<file path="src/logic/pdw_pkg.sv">
// Package with register map, timing constants and carriers for power control.
package pdw_pkg;

    // Register offsets.
    localparam logic [7:0] OFS_INT_STATUS   = 8'h02;
    localparam logic [7:0] OFS_RX_WAKE_SRC  = 8'h45;
    localparam logic [7:0] OFS_RX_SLEEP_LO  = 8'h46;
    localparam logic [7:0] OFS_RX_SLEEP_HI  = 8'h47;
    localparam logic [7:0] OFS_RX_WAKE_CNT  = 8'h48;
    localparam logic [7:0] OFS_RX_XFER      = 8'h4b;
    localparam logic [7:0] OFS_RX_WAKE_EXT  = 8'h4c;
    localparam logic [7:0] OFS_TX_WAKE_EXT  = 8'h4d;
    localparam logic [7:0] OFS_TX_MODE      = 8'h54;
    localparam logic [7:0] OFS_RX_MODE      = 8'h55;
    localparam logic [7:0] OFS_TX_SLEEP_LO  = 8'h57;
    localparam logic [7:0] OFS_TX_SLEEP_HI  = 8'h58;
    localparam logic [7:0] OFS_TX_WAKE_CNT  = 8'h59;

    // Reset values.
    localparam logic [7:0] RST_RX_WAKE_SRC  = 8'h28;
    localparam logic [7:0] RST_TIMER        = 8'h00;
    localparam logic [7:0] RST_TX_MODE      = 8'h40;
    localparam logic [7:0] RST_RX_MODE      = 8'h80;

    // Field positions.
    localparam int BIT_TX_POWER      = 6;
    localparam int BIT_TX_PIN_WAKE   = 5;
    localparam int BIT_RX_POWER      = 7;
    localparam int BIT_SLEEP_WAKE    = 4;
    localparam int BIT_WAKE_FLAG     = 1;
    localparam logic [7:0] WAKE_SRC_MASK = 8'h3f;

    // Transfer register codes.
    localparam logic [7:0] XFER_IDLE = 8'h00;
    localparam logic [7:0] XFER_BUSY = 8'h01;

    // Timing: times in their own units, cycle counts derived from the clock.
    localparam int CLK_PERIOD_NS  = 100;
    localparam int TICK_TIME_US   = 10000;
    localparam int FILTER_TIME_US = 1000;
    localparam int TICK_CYCLES    = TICK_TIME_US * 1000 / CLK_PERIOD_NS;
    localparam int FILTER_CYCLES  =
        (FILTER_TIME_US * 1000 + CLK_PERIOD_NS - 1) / CLK_PERIOD_NS;
    localparam int TICK_W         = 17;
    localparam int FILTER_W       = 17;
    localparam int NUM_PINS       = 5;

    typedef struct packed {
        logic [15:0] sleep_count;
        logic [7:0]  wake_count;
        logic [7:0]  extension;
        logic        sleep_en;
    } pdw_timer_cfg_t;

    typedef enum logic [2:0] {
        ST_ACTIVE = 3'b001,
        ST_SLEEP  = 3'b010,
        ST_WAKE   = 3'b100
    } pdw_state_t;

endpackage

</file>
<file path="src/logic/pdw_side_timer.sv">
// Sleep and wake timer set with power state machine for one side of a pair.
`timescale 1ns/100ps
module pdw_side_timer (
    input  wire logic                    ref_clk,
    input  wire logic                    reset_n,
    input  wire logic                    tick,
    input  wire logic                    power_bit,
    input  wire logic                    pin_wake,
    input  wire logic                    link_up,
    input  wire pdw_pkg::pdw_timer_cfg_t cfg,
    output logic                         powered_down,
    output logic                         wake_pulse
);
    import pdw_pkg::*;

    pdw_state_t  state_reg;
    pdw_state_t  state_next;
    logic [7:0]  win_reg;
    logic [7:0]  ext_reg;
    logic [15:0] sleep_reg;

    wire wake_set   = cfg.wake_count != 8'h00;
    wire win_last   = tick && win_reg == 8'h01 && ext_reg == 8'h00;
    wire sleep_done = tick && cfg.sleep_en && sleep_reg == 16'h0001;
    wire relinked   = link_up && power_bit;
    wire entering   = state_next != state_reg;
    // A cleared window counter refills in the active state, so automatic power
    // down is armed even when no link was ever seen.
    wire reload     = entering || (state_reg == ST_ACTIVE
                      && (link_up || win_reg == 8'h00));
    wire counting   = tick && state_reg != ST_SLEEP && win_reg != 8'h00;

    always_comb begin
        state_next = state_reg;
        case (state_reg)
            ST_ACTIVE: begin
                // A zero wake time blocks both ways into power down.
                if (wake_set && (!power_bit || (!link_up && win_last))) begin
                    state_next = ST_SLEEP;
                end
            end
            ST_SLEEP: begin
                if (sleep_done || pin_wake) begin
                    state_next = ST_WAKE;
                end
            end
            ST_WAKE: begin
                // Staying up needs both a link and the power bit back on.
                if (relinked) begin
                    state_next = ST_ACTIVE;
                end else if (win_last && wake_set) begin
                    state_next = ST_SLEEP;
                end
            end
            default: state_next = ST_ACTIVE;
        endcase
    end

    always_ff @(posedge ref_clk) begin
        if (!reset_n) begin
            state_reg    <= ST_ACTIVE;
            powered_down <= 1'b0;
            wake_pulse   <= 1'b0;
        end else begin
            state_reg    <= state_next;
            powered_down <= state_next == ST_SLEEP;
            wake_pulse   <= state_reg == ST_SLEEP && state_next == ST_WAKE;
        end
    end

    // Window length is wake count times (extension plus one) ticks.
    always_ff @(posedge ref_clk) begin
        if (!reset_n) begin
            win_reg   <= 8'h00;
            ext_reg   <= 8'h00;
            sleep_reg <= 16'h0000;
        end else if (reload) begin
            win_reg   <= cfg.wake_count;
            ext_reg   <= cfg.extension;
            sleep_reg <= cfg.sleep_count;
        end else begin
            if (counting && win_reg == 8'h01 && ext_reg != 8'h00) begin
                win_reg <= cfg.wake_count;
                ext_reg <= ext_reg - 8'h01;
            end else if (counting && win_reg != 8'h01) begin
                win_reg <= win_reg - 8'h01;
            end
            if (tick && state_reg == ST_SLEEP && sleep_reg > 16'h0001) begin
                sleep_reg <= sleep_reg - 16'h0001;
            end
        end
    end
endmodule

</file>
<file path="src/logic/pdw_top.sv">
// Power-down and wake-up controller holding both timer sets of a pair.
`timescale 1ns/100ps
module pdw_top #(
    parameter int TICK_LEN   = pdw_pkg::TICK_CYCLES,
    parameter int FILTER_LEN = pdw_pkg::FILTER_CYCLES
) (
    input  wire logic       ref_clk,
    input  wire logic       reset_n,
    input  wire logic       reg_wr,
    input  wire logic       reg_rd,
    input  wire logic [7:0] reg_addr,
    input  wire logic [7:0] reg_wdata,
    output logic      [7:0] reg_rdata,
    input  wire logic       direct_input_bit1,
    input  wire logic [3:0] general_inputs,
    input  wire logic       tx_link_up,
    input  wire logic       rx_link_up,
    input  wire logic       rx_settings_arrived,
    output logic            rx_xfer_req,
    output logic            tx_powered_down,
    output logic            rx_powered_down
);
    import pdw_pkg::*;

    ////////////////////////////////////////////////////////////////////////
    // Register storage.

    logic [7:0]  tx_mode_reg;
    logic [7:0]  rx_mode_reg;
    logic [7:0]  rx_wake_src_reg;
    logic [15:0] rx_sleep_reg;
    logic [7:0]  rx_wake_cnt_reg;
    logic [7:0]  rx_wake_ext_reg;
    logic [15:0] tx_sleep_reg;
    logic [7:0]  tx_wake_cnt_reg;
    logic [7:0]  tx_wake_ext_reg;
    logic [7:0]  rx_xfer_reg;
    logic        rx_power_applied_reg;
    logic        wake_flag_reg;
    logic [7:0]  rd_mux;

    wire wr_int  = reg_wr && reg_addr == OFS_INT_STATUS;
    wire wr_xfer = reg_wr && reg_addr == OFS_RX_XFER;
    wire xfer_go = wr_xfer && reg_wdata == XFER_BUSY
                   && rx_xfer_reg == XFER_IDLE;

    always_ff @(posedge ref_clk) begin
        if (!reset_n) begin
            tx_mode_reg     <= RST_TX_MODE;
            rx_mode_reg     <= RST_RX_MODE;
            rx_wake_src_reg <= RST_RX_WAKE_SRC;
            rx_sleep_reg    <= {RST_TIMER, RST_TIMER};
            rx_wake_cnt_reg <= RST_TIMER;
            rx_wake_ext_reg <= RST_TIMER;
            tx_sleep_reg    <= {RST_TIMER, RST_TIMER};
            tx_wake_cnt_reg <= RST_TIMER;
            tx_wake_ext_reg <= RST_TIMER;
        end else if (reg_wr) begin
            case (reg_addr)
                OFS_TX_MODE:     tx_mode_reg           <= reg_wdata;
                OFS_RX_MODE:     rx_mode_reg           <= reg_wdata;
                OFS_RX_WAKE_SRC: rx_wake_src_reg       <=
                                     reg_wdata & WAKE_SRC_MASK;
                OFS_RX_SLEEP_LO: rx_sleep_reg[7:0]     <= reg_wdata;
                OFS_RX_SLEEP_HI: rx_sleep_reg[15:8]    <= reg_wdata;
                OFS_RX_WAKE_CNT: rx_wake_cnt_reg       <= reg_wdata;
                OFS_RX_WAKE_EXT: rx_wake_ext_reg       <= reg_wdata;
                OFS_TX_SLEEP_LO: tx_sleep_reg[7:0]     <= reg_wdata;
                OFS_TX_SLEEP_HI: tx_sleep_reg[15:8]    <= reg_wdata;
                OFS_TX_WAKE_CNT: tx_wake_cnt_reg       <= reg_wdata;
                OFS_TX_WAKE_EXT: tx_wake_ext_reg       <= reg_wdata;
                default:         tx_mode_reg           <= tx_mode_reg;
            endcase
        end
    end

    ////////////////////////////////////////////////////////////////////////
    // Receiver settings transfer. The receiver power bit only takes effect
    // once the settings have reached the far side, so a controller that
    // forgets the transfer leaves the receiver running.

    always_ff @(posedge ref_clk) begin
        if (!reset_n) begin
            rx_xfer_reg          <= XFER_IDLE;
            rx_xfer_req          <= 1'b0;
            rx_power_applied_reg <= RST_RX_MODE[BIT_RX_POWER];
        end else begin
            rx_xfer_req <= xfer_go;
            if (xfer_go) begin
                rx_xfer_reg <= XFER_BUSY;
            end else if (rx_xfer_reg == XFER_BUSY && rx_settings_arrived) begin
                rx_xfer_reg          <= XFER_IDLE;
                rx_power_applied_reg <= rx_mode_reg[BIT_RX_POWER];
            end
        end
    end

    ////////////////////////////////////////////////////////////////////////
    // Tick divider: one enable pulse every tick period.

    logic [TICK_W-1:0] tick_cnt_reg;
    logic              tick_reg;
    wire tick_wrap = tick_cnt_reg == TICK_W'(TICK_LEN - 1);

    always_ff @(posedge ref_clk) begin
        if (!reset_n) begin
            tick_cnt_reg <= '0;
            tick_reg     <= 1'b0;
        end else begin
            tick_cnt_reg <= tick_wrap ? '0 : tick_cnt_reg + TICK_W'(1);
            tick_reg     <= tick_wrap;
        end
    end

    ////////////////////////////////////////////////////////////////////////
    // Pin change filter. A change must persist for the full filter time
    // before it counts, so glitches and bounce never wake the device.

    wire  [NUM_PINS-1:0] pin_in = {general_inputs, direct_input_bit1};
    logic [NUM_PINS-1:0] pin_chg;

    genvar gi;
    generate
        for (gi = 0; gi < NUM_PINS; gi++) begin : g_filt
            logic                stable_reg;
            logic                chg_reg;
            logic [FILTER_W-1:0] cnt_reg;
            wire differs = pin_in[gi] != stable_reg;
            wire settled = cnt_reg == FILTER_W'(FILTER_LEN - 1);
            always_ff @(posedge ref_clk) begin
                if (!reset_n) begin
                    stable_reg <= 1'b0;
                    chg_reg    <= 1'b0;
                    cnt_reg    <= '0;
                end else begin
                    chg_reg <= differs && settled;
                    if (!differs || settled) begin
                        cnt_reg <= '0;
                    end else begin
                        cnt_reg <= cnt_reg + FILTER_W'(1);
                    end
                    if (differs && settled) begin
                        stable_reg <= pin_in[gi];
                    end
                end
            end
            assign pin_chg[gi] = chg_reg;
        end
    endgenerate

    // The first filter pass after reset may report the pin's level as a
    // change; both sides are awake then, so it has no effect.
    wire tx_pin_wake = pin_chg[0] && tx_mode_reg[BIT_TX_PIN_WAKE];
    wire rx_pin_wake = |(pin_chg[NUM_PINS-1:1] & rx_wake_src_reg[3:0])
                       && !rx_wake_src_reg[BIT_SLEEP_WAKE];

    ////////////////////////////////////////////////////////////////////////
    // The two independent timer sets.

    pdw_timer_cfg_t tx_cfg;
    pdw_timer_cfg_t rx_cfg;
    logic           tx_wake;
    logic           rx_wake;

    assign tx_cfg = '{sleep_count: tx_sleep_reg, wake_count: tx_wake_cnt_reg,
                      extension: tx_wake_ext_reg, sleep_en: 1'b1};
    assign rx_cfg = '{sleep_count: rx_sleep_reg, wake_count: rx_wake_cnt_reg,
                      extension: rx_wake_ext_reg,
                      sleep_en: rx_wake_src_reg[BIT_SLEEP_WAKE]};

    pdw_side_timer u_tx_timer (
        .ref_clk      (ref_clk),
        .reset_n      (reset_n),
        .tick         (tick_reg),
        .power_bit    (tx_mode_reg[BIT_TX_POWER]),
        .pin_wake     (tx_pin_wake),
        .link_up      (tx_link_up),
        .cfg          (tx_cfg),
        .powered_down (tx_powered_down),
        .wake_pulse   (tx_wake)
    );

    pdw_side_timer u_rx_timer (
        .ref_clk      (ref_clk),
        .reset_n      (reset_n),
        .tick         (tick_reg),
        .power_bit    (rx_power_applied_reg),
        .pin_wake     (rx_pin_wake),
        .link_up      (rx_link_up),
        .cfg          (rx_cfg),
        .powered_down (rx_powered_down),
        .wake_pulse   (rx_wake)
    );

    ////////////////////////////////////////////////////////////////////////
    // Wake status flag and read path. A wake in the cycle of a clear wins.

    always_ff @(posedge ref_clk) begin
        if (!reset_n) begin
            wake_flag_reg <= 1'b0;
        end else if (tx_wake || rx_wake) begin
            wake_flag_reg <= 1'b1;
        end else if (wr_int && reg_wdata[BIT_WAKE_FLAG]) begin
            wake_flag_reg <= 1'b0;
        end
    end

    always_comb begin
        case (reg_addr)
            OFS_INT_STATUS:  rd_mux = {6'h00, wake_flag_reg, 1'b0};
            OFS_TX_MODE:     rd_mux = tx_mode_reg;
            OFS_RX_MODE:     rd_mux = rx_mode_reg;
            OFS_RX_WAKE_SRC: rd_mux = rx_wake_src_reg;
            OFS_RX_SLEEP_LO: rd_mux = rx_sleep_reg[7:0];
            OFS_RX_SLEEP_HI: rd_mux = rx_sleep_reg[15:8];
            OFS_RX_WAKE_CNT: rd_mux = rx_wake_cnt_reg;
            OFS_RX_WAKE_EXT: rd_mux = rx_wake_ext_reg;
            OFS_RX_XFER:     rd_mux = rx_xfer_reg;
            OFS_TX_SLEEP_LO: rd_mux = tx_sleep_reg[7:0];
            OFS_TX_SLEEP_HI: rd_mux = tx_sleep_reg[15:8];
            OFS_TX_WAKE_CNT: rd_mux = tx_wake_cnt_reg;
            OFS_TX_WAKE_EXT: rd_mux = tx_wake_ext_reg;
            default:         rd_mux = 8'h00;
        endcase
    end

    always_ff @(posedge ref_clk) begin
        if (!reset_n) begin
            reg_rdata <= 8'h00;
        end else if (reg_rd) begin
            reg_rdata <= rd_mux;
        end
    end
endmodule

</file>
<file path="config.mk">
export PLATFORM = sky130hd
export DESIGN_NAME = pdw_top
export DESIGN_NICKNAME = d
export VERILOG_FILES = /design/src/logic/pdw_pkg.sv /design/src/logic/pdw_side_timer.sv /design/src/logic/pdw_top.sv
export SDC_FILE = /design/constraint.sdc
export NUM_CORES = 1
export LEC_CHECK = 0
export BUFFER_PORTS_ARGS = -buffer_cell sky130_fd_sc_hd__buf_2
export CORE_MARGIN = 2
export CORE_UTILIZATION = 28
export CTS_CLUSTER_DIAMETER = 40
export DETAILED_ROUTE_END_ITERATION = 12
export HOLD_SLACK_MARGIN = 0.1
export SLEW_MARGIN = 20
export SYNTH_ARGS = -nofsm -noshare
export SYNTH_HDL_FRONTEND = slang
export SYNTH_SLANG_ARGS = --single-unit
export TNS_END_PERCENT = 20
</file>
<file path="constraint.sdc">
create_clock -name ref_clk -period 2.45 [get_ports ref_clk]
set_input_delay 0.245 -clock ref_clk [delete_from_list [all_inputs] [get_ports ref_clk]]
set_output_delay 0.245 -clock ref_clk [all_outputs]
set_load 0.02 [all_outputs]
</file>
==> impl_summary.txt, run 1 <==
----------------------------------------------------
[Floorplan]
  Area of the placeable core ... 47750 sq um
  Top-Level Pins ... 39
  Die Span Y ... 223.8 um
  Starting Density ... 28.34%
  Chip width ... 223.8 um
  Die outline area ... 50090 sq um
  Number of rows in the core area ... 80

[CTS]
  CTS tree ... done
  Skew-Pair Late Insertion Delay ... 0.55 ns
  CTS root buffer ... sky130_fd_sc_hd__clkbuf_16
  Number of H-tree levels ... 2
  Number of buffers added by the clock tree synthesis step ... 42
  Clock net sink count ... 285
  Clk pin slew, worst setup/hold paths ... 0.06 ns
  Clock Tree Buf Depth ... 3

[STA]
  Normalized max-slew margin ... 54.32%
  Setup clock skew after layout ... 0.02859 ns
  Final setup fails ... 0
  Min cycle time layout ... 2.351 ns
  Unrepaired setup endpoints after global routing ... true
  Final Max Slew Viols ... 0
  Final Hold Fails ... 0
  Peak clock frequency supported by timing ... 425.4 MHz
  Transition time of the tightest slew-check pin ... 0.6679 ns
  Final WS setup ... 0.09909 ns
  Post-route fraction of the period consumed by the critical path ... 95.96%

[Yosys]
  Async set-or-reset flop fraction in the synthesized netlist ... 0%
  Cell variety after synth ... 71
  Post-synthesis sequential area ratio ... 42.17%
  Post-synthesis average cell area ... 8.552 sq um
  Post-Synthesis Cells ... 1582
  Post-synth EDFFs ... 0
  Post-Syn Nets ... 1630
  Top flip-flop cell by instance count after synthesis ... sky130_fd_sc_hd__dfxtp_1
  Warnings from Yosys ... 0
  Count of state elements after synthesis ... 285
  Area of the mapped netlist ... 13530 sq um

[Outcome]
  Result of the run ... finished clean

[Setup path]
  Crit path max-delay cell type ... sky130_fd_sc_hd__or4_1
  Top fanout value on the critical path ... 7
  Startpoint types ... flip-flop
  Endpoint required time on the critical path ... 2.90 ns
  Data arrival time of the critical path ... 2.80 ns
  Cell-by-cell listing of the critical path ... or4_1, or3_1, or4b_1, a311oi_1
  Kind of capture point of the worst setup path ... flip-flop
  Crit-path max cell delay ... 0.58 ns
  CP Class ... reg -> reg

[Pwr]
  Power density over cell area ... 981.1 nW/um^2
  Worst vdd rail ir drop ... 0.0005483 V
  Total power ... 16.13 mW
  Total leakage power ... 6.024 nW

[Route]
  DRC violations left ... 0
  Antenna-violating nets left ... 0
  Average vias per placed instance ... 5.055
  Wire per inst ... 15.68 um
  Router iterations before antenna repair ... 5
  1st-iter DRT viols ... 864
  Final WL ... 36.26 mm
  Routed via count ... 11690

[Flow run]
  Max_cap viols ... 0

[Finish]
  Post-synthesis to final-layout area growth ... 21.54%
  Flip-flop count of the largest register, all copies and words added ... 85
  Most frequent cells in the layout ... sky130_fd_sc_hd__dfxtp_1 (284), sky130_fd_sc_hd__nor2_1 (265), sky130_fd_sc_hd__nand2_1 (134)
  Net count reported at finish ... 1710
  Proportion of layout cells with a drive suffix above 1 ... 12.21%
  Number of filler cells placed in the layout ... 4819
  Final design instance area without fill ... 16440 sq um
  Most common cell after layout, fill and taps aside ... sky130_fd_sc_hd__dfxtp_1

[Placement]
  Cell area reported after detailed placement ... 14770 sq um
  DP Worst Slack ... 0.05179 ns
  Detailed-placement wirelength estimate ... 25.57 mm
  RePlAce Congestion ... 0.9310
  Count of buffers inserted at the top-level ports ... 38

[GRT]
  GRT Residual Overflow ... 0
  Via count of the first global-routing pass ... 11340
  Wire length of the first global-routing pass ... 58.77 mm
  Maximum number of pins on one net before global-route repair ... 47
  Overall track demand over capacity in global routing ... 14.41%
  Antenna violations before repair ... 6

[Min path]
  Class of the most critical hold timing path ... in -> reg

----------------------------------------------------
## kinds of logic after synthesis
kind of cell	Yosys count	share of synthesized area (%)
and+or+nand+nor	720	25.87
muxes	82	6.122
buffers and inverters	109	3.376
xor gates and xnor gates	141	9.128
AOI/OAI and AO/OA	225	11.49
adders and majority gates	20	1.850
DFF	285	42.17
## path summary, 6_finish.rpt
check                                        startpoint                        to  slack, ns  depth (start not counted)
worst max-delay path            u_rx_timer.sleep_reg[8]  u_rx_timer.sleep_reg[12]        0.1                          4
worst min-delay path                         rx_link_up   u_rx_timer.state_reg[0]       0.13                          3
worst max register to register  u_rx_timer.sleep_reg[8]  u_rx_timer.sleep_reg[12]        0.1                          4
worst min register to register     g_filt[3].cnt_reg[0]      g_filt[3].cnt_reg[0]       0.44                          1
## where the power goes
part / internal (mW) / total (mW) / leakage (nW) / switching [mW]
registers: 5.04 / 5.50 / 2.30 / 0.456
clock network: 4.31 / 6.66 / 0.757 / 2.35
logic: 1.68 / 3.97 / 2.96 / 2.29
total: 11.0 / 16.1 / 6.02 / 5.10
## per-layer routing
layer,part of all wire (%),up-vias,track usage (%),routed length [um]
li1,-,5775,-,-
met1,45,5526,18.95,16460
met4,3.4,4,5.957,1250
met5,0.074,-,0,27
met2,45,310,23.01,16170
met3,6.5,78,2.938,2355
## final cells by class
class	instances	area [sq um]	share of cell area, %
Sequential cell	285	5707	34.71
Clock inverter	29	476.7	2.899
Clock buffer	48	1084	6.590
Timing Repair Buffer	114	855.8	5.205
Inverter	31	118.9	0.7229
Multi-Input combinational cell	1188	7425	45.15
Tap cell	615	769.5	4.680
Antenna cell	3	7.507	0.04566
## per-stage QoR
stage	setup TNS [ns]	hold WS [ns]	util [%]	std cells
floorplan	0	0.3889	-	1582
global placement	0	0.4268	30.94	2225
detailed placement	0	0.4361	30.94	2225
CTS	0	0.1018	34.38	2310
global route	-0.004989	0.1135	34.44	2313
finish	0	0.1323	34.44	2313
## synth_stat cells, types with 4 or more instances
master                      instances  area [sq um]
sky130_fd_sc_hd__a211o_1            4         35.03
sky130_fd_sc_hd__a211oi_1          43         322.8
sky130_fd_sc_hd__a21oi_1           66         330.3
sky130_fd_sc_hd__a22o_1             5         43.79
sky130_fd_sc_hd__a22oi_1           13         97.59
sky130_fd_sc_hd__a311oi_1          17         148.9
sky130_fd_sc_hd__a32oi_1            8         70.07
sky130_fd_sc_hd__and2_1            11         68.82
sky130_fd_sc_hd__and3_1            27         168.9
sky130_fd_sc_hd__and4_1             7         61.31
sky130_fd_sc_hd__buf_1              4         15.01
sky130_fd_sc_hd__buf_2              8         40.04
sky130_fd_sc_hd__buf_6              5         56.30
sky130_fd_sc_hd__clkbuf_1          61         229.0
sky130_fd_sc_hd__dfxtp_1          285          5705
sky130_fd_sc_hd__ha_1              20         250.2
sky130_fd_sc_hd__inv_1             30         112.6
sky130_fd_sc_hd__mux2_2             6         67.56
sky130_fd_sc_hd__mux2i_1           76         760.7
sky130_fd_sc_hd__nand2_1          134         503.0
sky130_fd_sc_hd__nand2b_1          12         75.07
sky130_fd_sc_hd__nand3_1           96         480.5
sky130_fd_sc_hd__nand4_1           31         193.9
sky130_fd_sc_hd__nor2_1           265         994.7
sky130_fd_sc_hd__nor2b_1            9         56.30
sky130_fd_sc_hd__nor3_1            32         160.2
sky130_fd_sc_hd__nor3b_1            8         60.06
sky130_fd_sc_hd__nor4_1            32         200.2
sky130_fd_sc_hd__nor4b_1            6         52.55
sky130_fd_sc_hd__o211ai_1           5         37.54
sky130_fd_sc_hd__o21ai_0           26         130.1
sky130_fd_sc_hd__o22ai_1            4         25.02
sky130_fd_sc_hd__o2bb2ai_1          4         35.03
sky130_fd_sc_hd__o311a_1            4         40.04
sky130_fd_sc_hd__o31ai_1            4         30.03
sky130_fd_sc_hd__or3_1             12         75.07
sky130_fd_sc_hd__or4_1             13         97.59
sky130_fd_sc_hd__xnor2_1           70         613.1
sky130_fd_sc_hd__xor2_1            71         621.9
## worst max-delay path, delay by kind of cell (launching register included)
kind	cells	cell delay, ns
AND/OR/NAND/NOR	3	1.66
flip-flops	1	0.33
AO/OA/AOI/OAI	1	0.26
## timing repair
action / in CTS / in global routing
endpoints found under the hold margin: 15 / 0
gates resized for setup: 0 / 5
hold buffers: 8 / 0
buffers inserted: 0 / 0
setup endpoints to repair: 0 / 28
No activity file was read; power rests on OpenSTA's default activity.
==> run 2, diff against run 1 <==
- CORE_UTILIZATION: 28 -> 56
- PLACE_DENSITY: unset -> 0.76
==> run 2 against run 1 <==
The run now ends with setup timing left. Power decreased by 1.5%. Die area is 49% lower. Cell area down 2.5%. Hold slack got worse by 0.0043 ns. Sequential share of layout area up 0.90 points. Clock skew fell by 0.0051 ns. Utilization grew 33 points. Combinational power rose by 14%. Non-clock buffer count is 10 higher. Worst setup slack lost 0.11 ns. Critical endpoint is now u_tx_timer.win_reg[4]. Largest cell class unchanged. Largest power group unchanged. Highest routed layer is now met4.
==> impl_summary.txt, run 2 (synthesis gave the netlist of run 1 again) <==
----------------------------------------------------
[Finish]
  Proportion of layout cells with a drive suffix above 1 ... 12.98%
  Most common cell after layout, fill and taps aside ... sky130_fd_sc_hd__dfxtp_1
  Net count reported at finish ... 1718
  Flip-flop count of the largest register, all copies and words added ... 85
  Post-synthesis to final-layout area growth ... 18.46%
  Non-filler cells, final ... 2022
  Final design instance area without fill ... 16030 sq um
  Most frequent cells in the layout ... sky130_fd_sc_hd__dfxtp_1 (284), sky130_fd_sc_hd__nor2_1 (265), sky130_fd_sc_hd__nand2_1 (133)
  Number of filler cells placed in the layout ... 1888

[Floorplan]
  Starting Density ... 57.30%
  Chip width ... 159.4 um
  Top-Level Pins ... 39
  Die Span Y ... 159.4 um
  Die outline area ... 25420 sq um
  Number of rows in the core area ... 56
  Area of the placeable core ... 23610 sq um

[GRT]
  Overall track demand over capacity in global routing ... 25.99%
  Wire length of the first global-routing pass ... 55.19 mm
  Via count of the first global-routing pass ... 11070
  Antenna violations before repair ... 1
  GRT Residual Overflow ... 0
  Maximum number of pins on one net before global-route repair ... 69

[Min path]
  Number of stages on the worst hold path ... 3
  Hold worst-path end ... reg_rdata[2]
  Worst Min Path Start ... reg_rd
  Class of the most critical hold timing path ... in -> reg

[STA]
  Accumulated negative setup slack ... -0.01317 ns
  Final WS setup ... -0.01317 ns
  Transition time of the tightest slew-check pin ... 0.7046 ns
  Final setup fails ... 1
  Normalized max-slew margin ... 52.43%
  Setup clock skew after layout ... 0.02352 ns
  Unrepaired setup endpoints after global routing ... true
  Min cycle time layout ... 2.463 ns
  Final Max Slew Viols ... 0
  Post-route fraction of the period consumed by the critical path ... 100.5%
  Final Hold Fails ... 0
  Peak clock frequency supported by timing ... 406.0 MHz

[Setup path]
  Kind of capture point of the worst setup path ... flip-flop
  Data arrival time of the critical path ... 2.88 ns
  Reg2reg start ... u_tx_timer.win_reg[3]
  Endpoint required time on the critical path ... 2.87 ns
  CP Class ... reg -> reg
  Top fanout value on the critical path ... 8
  Startpoint types ... flip-flop
  RR Endpoint ... u_tx_timer.win_reg[4]
  Logic depth of the worst register-to-register path ... 9
  Worst setup slack for register-to-register paths ... -0.01 ns

[CTS]
  Skew-Pair Late Insertion Delay ... 0.53 ns
  Number of buffers added by the clock tree synthesis step ... 40
  Clock Tree Buf Depth ... 3
  Clock net sink count ... 285
  Clk pin slew, worst setup/hold paths ... 0.06 ns
  CTS root buffer ... sky130_fd_sc_hd__clkbuf_16
  CTS tree ... done
  Number of H-tree levels ... 2

[Route]
  Final WL ... 34.08 mm
  DRC violations left ... 0
  Wire per inst ... 16.85 um
  1st-iter DRT viols ... 883
  Average vias per placed instance ... 5.868
  Routed via count ... 11870
  Router iterations before antenna repair ... 5
  Antenna-violating nets left ... 0

[Pwr]
  Power density over cell area ... 991.5 nW/um^2
  Total leakage power ... 6.001 nW
  Worst vdd rail ir drop ... 0.0006966 V

[Placement]
  DP Worst Slack ... 0.002388 ns
  Detailed-placement wirelength estimate ... 23.12 mm
  Cell area reported after detailed placement ... 14410 sq um
  RePlAce Congestion ... 0.9830
  Count of placed standard cells including taps ... 1932
  Count of buffers inserted at the top-level ports ... 38

[Flow run]
  Max_cap viols ... 0

[Outcome]
  Violations in the final reports ... setup timing
  Result of the run ... finished, violations left

----------------------------------------------------
[run 2: cell count changes in the layout (fill, tap and decap cells not counted), sizes merged, moves of 2 or more]
cell / previous run / this run
diode: 3 / 1
dlygate4sd3: 8 / 6
inv: 42 / 40
bufinv: 10 / 3
buf: 106 / 117
clkbuf: 48 / 55
[run 2: worst max path at each step]
stage	slack, ns	to	startpoint	depth (start not counted)
2_1_floorplan	0.15	u_tx_timer.sleep_reg[1]	u_tx_timer.win_reg[2]	7
5_1_grt	-0.09	u_tx_timer.win_reg[4]	u_tx_timer.win_reg[3]	9
4_1_cts	0.02	u_tx_timer.ext_reg[1]	u_tx_timer.win_reg[3]	7
3_5_place_dp	0.002	u_rx_timer.sleep_reg[14]	rx_wake_cnt_reg[0]	7
6_report	-0.01	u_tx_timer.win_reg[4]	u_tx_timer.win_reg[3]	9
3_3_place_gp	0.08	u_rx_timer.sleep_reg[1]	rx_wake_cnt_reg[0]	7
[run 2: per-stage QoR]
step,total power [mW],utilization (%),hold WS (ns)
2_1_floorplan,8.322,-,0.3889
3_3_place_gp,9.292,61.04,0.4305
3_5_place_dp,9.409,61.04,0.4365
4_1_cts,15.37,67.23,0.1223
5_1_grt,16.60,67.87,0.1377
6_report,15.89,67.87,0.1280
[run 2: what timing repair did]
item | 4_1_cts | 5_1_grt
gates resized for setup | 0 | 17
hold buffers | 6 | 0
setup buffers | 3 | 5
pin swaps | 1 | 7
cloned | 0 | 1
hold endpoints to repair | 10 | 0
endpoints found under the setup margin | 10 | 33
[run 2: worst max-delay path, cell delays in order (launching register included)]
cell and delay (ns):
sky130_fd_sc_hd__dfxtp_2 0.33, sky130_fd_sc_hd__or4_4 0.55, sky130_fd_sc_hd__buf_6 0.14, sky130_fd_sc_hd__o311a_1 0.28, sky130_fd_sc_hd__o211ai_1 0.29, sky130_fd_sc_hd__nor4_4 0.09
sky130_fd_sc_hd__buf_4 0.17, sky130_fd_sc_hd__buf_6 0.13, sky130_fd_sc_hd__buf_8 0.14, sky130_fd_sc_hd__a311oi_1 0.24
[run 2: cell type report]
| cell class | count | area [sq um] | share of cell area, % |
|---|---|---|---|
| inverter | 31 | 118.9 | 0.7417 |
| clock inverter | 20 | 245.2 | 1.530 |
| sequential | 285 | 5707 | 35.61 |
| multi-input combinational | 1188 | 7461 | 46.55 |
| clock buffer | 54 | 1135 | 7.081 |
| timing repair buffer | 124 | 958.4 | 5.980 |
| tap | 319 | 399.1 | 2.490 |
| antenna | 1 | 2.502 | 0.01561 |
[run 2: layer usage]
metal,wire [um],track usage (%)
met5,0,0
met4,1323,10.54
met3,2356,4.142
met2,15300,41.70
met1,15100,35.09
[run 2: where the power goes]
part	switching [mW]	total (mW)	internal (mW)
Clock	2.22	5.86	3.64
Combinational	2.49	4.54	2.05
Sequential	0.448	5.49	5.04
==> run 3, diff against run 2 <==
- SETUP_SLACK_MARGIN: unset -> 0.15
==> run 3 against run 2 <==
The run now ends clean. Non-clock buffer count is 6 higher. Power is 3.6% higher. Global-route usage is 1.3 points higher. Flip-flop and latch count stayed put. Combinational power is 13% higher. Clock power is 0.9% lower. Utilization is 0.97 points higher. Clock skew is 0.0020 ns higher. Die area stayed put. First-iteration DRC count is 18% higher. Cell area is 1.4% higher. Count of clock-buffer cells in the layout is 8 lower.
==> impl_summary.txt, run 3 (synthesis gave the netlist of run 1 again) <==
----------------------------------------------------
[Pwr]
  Total power ... 16.46 mW
  Power density over cell area ... 1013 nW/um^2
  Worst vdd rail ir drop ... 0.0008303 V
  Total leakage power ... 6.051 nW

[Min path]
  Number of stages on the worst hold path ... 3
  Class of the most critical hold timing path ... in -> reg

[Placement]
  Cell area reported after detailed placement ... 14380 sq um
  Detailed-placement wirelength estimate ... 23.65 mm
  RePlAce Congestion ... 0.9677
  Count of buffers inserted at the top-level ports ... 38

[GRT]
  Antenna violations before repair ... 0
  Wire length of the first global-routing pass ... 57.78 mm
  Via count of the first global-routing pass ... 11530
  Overall track demand over capacity in global routing ... 27.33%
  Maximum number of pins on one net before global-route repair ... 68
  GRT Residual Overflow ... 0

[Finish]
  Register area ... 5714 sq um
  Final design instance area without fill ... 16260 sq um
  Most frequent cells in the layout ... sky130_fd_sc_hd__dfxtp_1 (278), sky130_fd_sc_hd__nor2_1 (255), sky130_fd_sc_hd__nand2_1 (133)
  Net count reported at finish ... 1724
  Most common cell after layout, fill and taps aside ... sky130_fd_sc_hd__dfxtp_1
  Number of filler cells placed in the layout ... 1864
  Proportion of layout cells with a drive suffix above 1 ... 15.30%
  Area taken by multi-input logic gates ... 7580 sq um
  Flip-flop count of the largest register, all copies and words added ... 85
  Number of antenna cells inserted ... 0
  Post-synthesis to final-layout area growth ... 20.15%

[Route]
  DRC violations left ... 0
  Final WL ... 36.24 mm
  Average vias per placed instance ... 5.972
  Wire per inst ... 17.90 um
  Router iterations before antenna repair ... 5
  Routed via count ... 12090
  Antenna-violating nets left ... 0
  1st-iter DRT viols ... 1046

[Setup path]
  Kind of capture point of the worst setup path ... flip-flop
  Endpoint required time on the critical path ... 2.89 ns
  Data arrival time of the critical path ... 2.85 ns
  CP Class ... reg -> reg
  Startpoint types ... flip-flop
  Top fanout value on the critical path ... 7
  Logic depth of the worst register-to-register path ... 9

[STA]
  Setup clock skew after layout ... 0.02551 ns
  Accumulated negative setup slack ... 0 ns
  Final Hold Fails ... 0
  Unrepaired setup endpoints after global routing ... true
  Peak clock frequency supported by timing ... 415.2 MHz
  Transition time of the tightest slew-check pin ... 0.8602 ns
  Min cycle time layout ... 2.409 ns
  Final setup fails ... 0
  Post-route fraction of the period consumed by the critical path ... 98.32%
  Normalized max-slew margin ... 42.41%
  Final Max Slew Viols ... 0

[CTS]
  Clock net sink count ... 285
  Skew-Pair Late Insertion Delay ... 0.53 ns
  CTS tree ... done
  CTS root buffer ... sky130_fd_sc_hd__clkbuf_16
  Clock Tree Buf Depth ... 3
  Number of H-tree levels ... 2
  Clk pin slew, worst setup/hold paths ... 0.06 ns
  Number of buffers added by the clock tree synthesis step ... 40

[Floorplan]
  Starting Density ... 57.30%
  Chip width ... 159.4 um
  Number of rows in the core area ... 56
  Die outline area ... 25420 sq um
  Top-Level Pins ... 39
  Area of the placeable core ... 23610 sq um
  Die Span Y ... 159.4 um

[Outcome]
  Result of the run ... finished clean

[Flow run]
  Max_cap viols ... 0

----------------------------------------------------
run 3: area by class of cell:
cell class	instances	area share, %
clock buffers	46	6.673
clock inverters	26	1.747
inverters	31	0.7312
multi-input cells	1188	46.63
flip-flops and latches	285	35.15
well taps	319	2.455
repair buffers	130	6.612
run 3: metrics by stage:
stage          setup slack, ns  std cells  hold slack [ns]  utilization [%]
2_1_floorplan           0.2266       1582           0.3889                -
3_3_place_gp            0.1184       1927           0.4294            60.88
3_5_place_dp           0.05306       1927           0.4332            60.88
4_1_cts                0.09626       2021           0.1093            68.03
5_1_grt                0.01816       2025           0.1434            68.84
6_report               0.04127       2025           0.1423            68.84
run 3: critical path: stages (launching register included):
cell and delay (ns):
sky130_fd_sc_hd__dfxtp_2 0.33, sky130_fd_sc_hd__or4_4 0.54, sky130_fd_sc_hd__buf_6 0.13, sky130_fd_sc_hd__o311a_1 0.29
sky130_fd_sc_hd__o211ai_1 0.28, sky130_fd_sc_hd__nor4_4 0.10, sky130_fd_sc_hd__buf_12 0.16, sky130_fd_sc_hd__buf_4 0.13
sky130_fd_sc_hd__buf_6 0.14, sky130_fd_sc_hd__a311oi_2 0.22
run 3: layer usage:
metal,GRT usage (%),share of wire (%),vias up
li1,-,-,5789
met1,35.41,42,5740
met2,44.90,47,466
met3,4.350,7.0,98
met4,12.64,4.0,0
met5,0,0,-
run 3: final timing paths:
check	start	slack, ns	to
max	u_tx_timer.win_reg[2]	0.04	u_tx_timer.win_reg[7]
min	reg_wdata[0]	0.14	tx_sleep_reg[8]
max reg2reg	u_tx_timer.win_reg[2]	0.04	u_tx_timer.win_reg[7]
min reg2reg	g_filt[3].cnt_reg[0]	0.45	g_filt[3].cnt_reg[0]
run 3: what timing repair did:
action	CTS	global route
pin swaps	6	11
buffers inserted	9	3
hold endpoints to repair	12	0
hold buffers	8	0
endpoints found under the setup margin	60	62
resized for setup	16	39
gates cloned	5	1
run 3: where the power goes:
group	switching [mW]	total [mW]	internal, mW	leakage [nW]
Combinational	2.76	5.13	2.37	3.09
Clock	2.25	5.81	3.56	0.653
Sequential	0.480	5.53	5.05	2.31
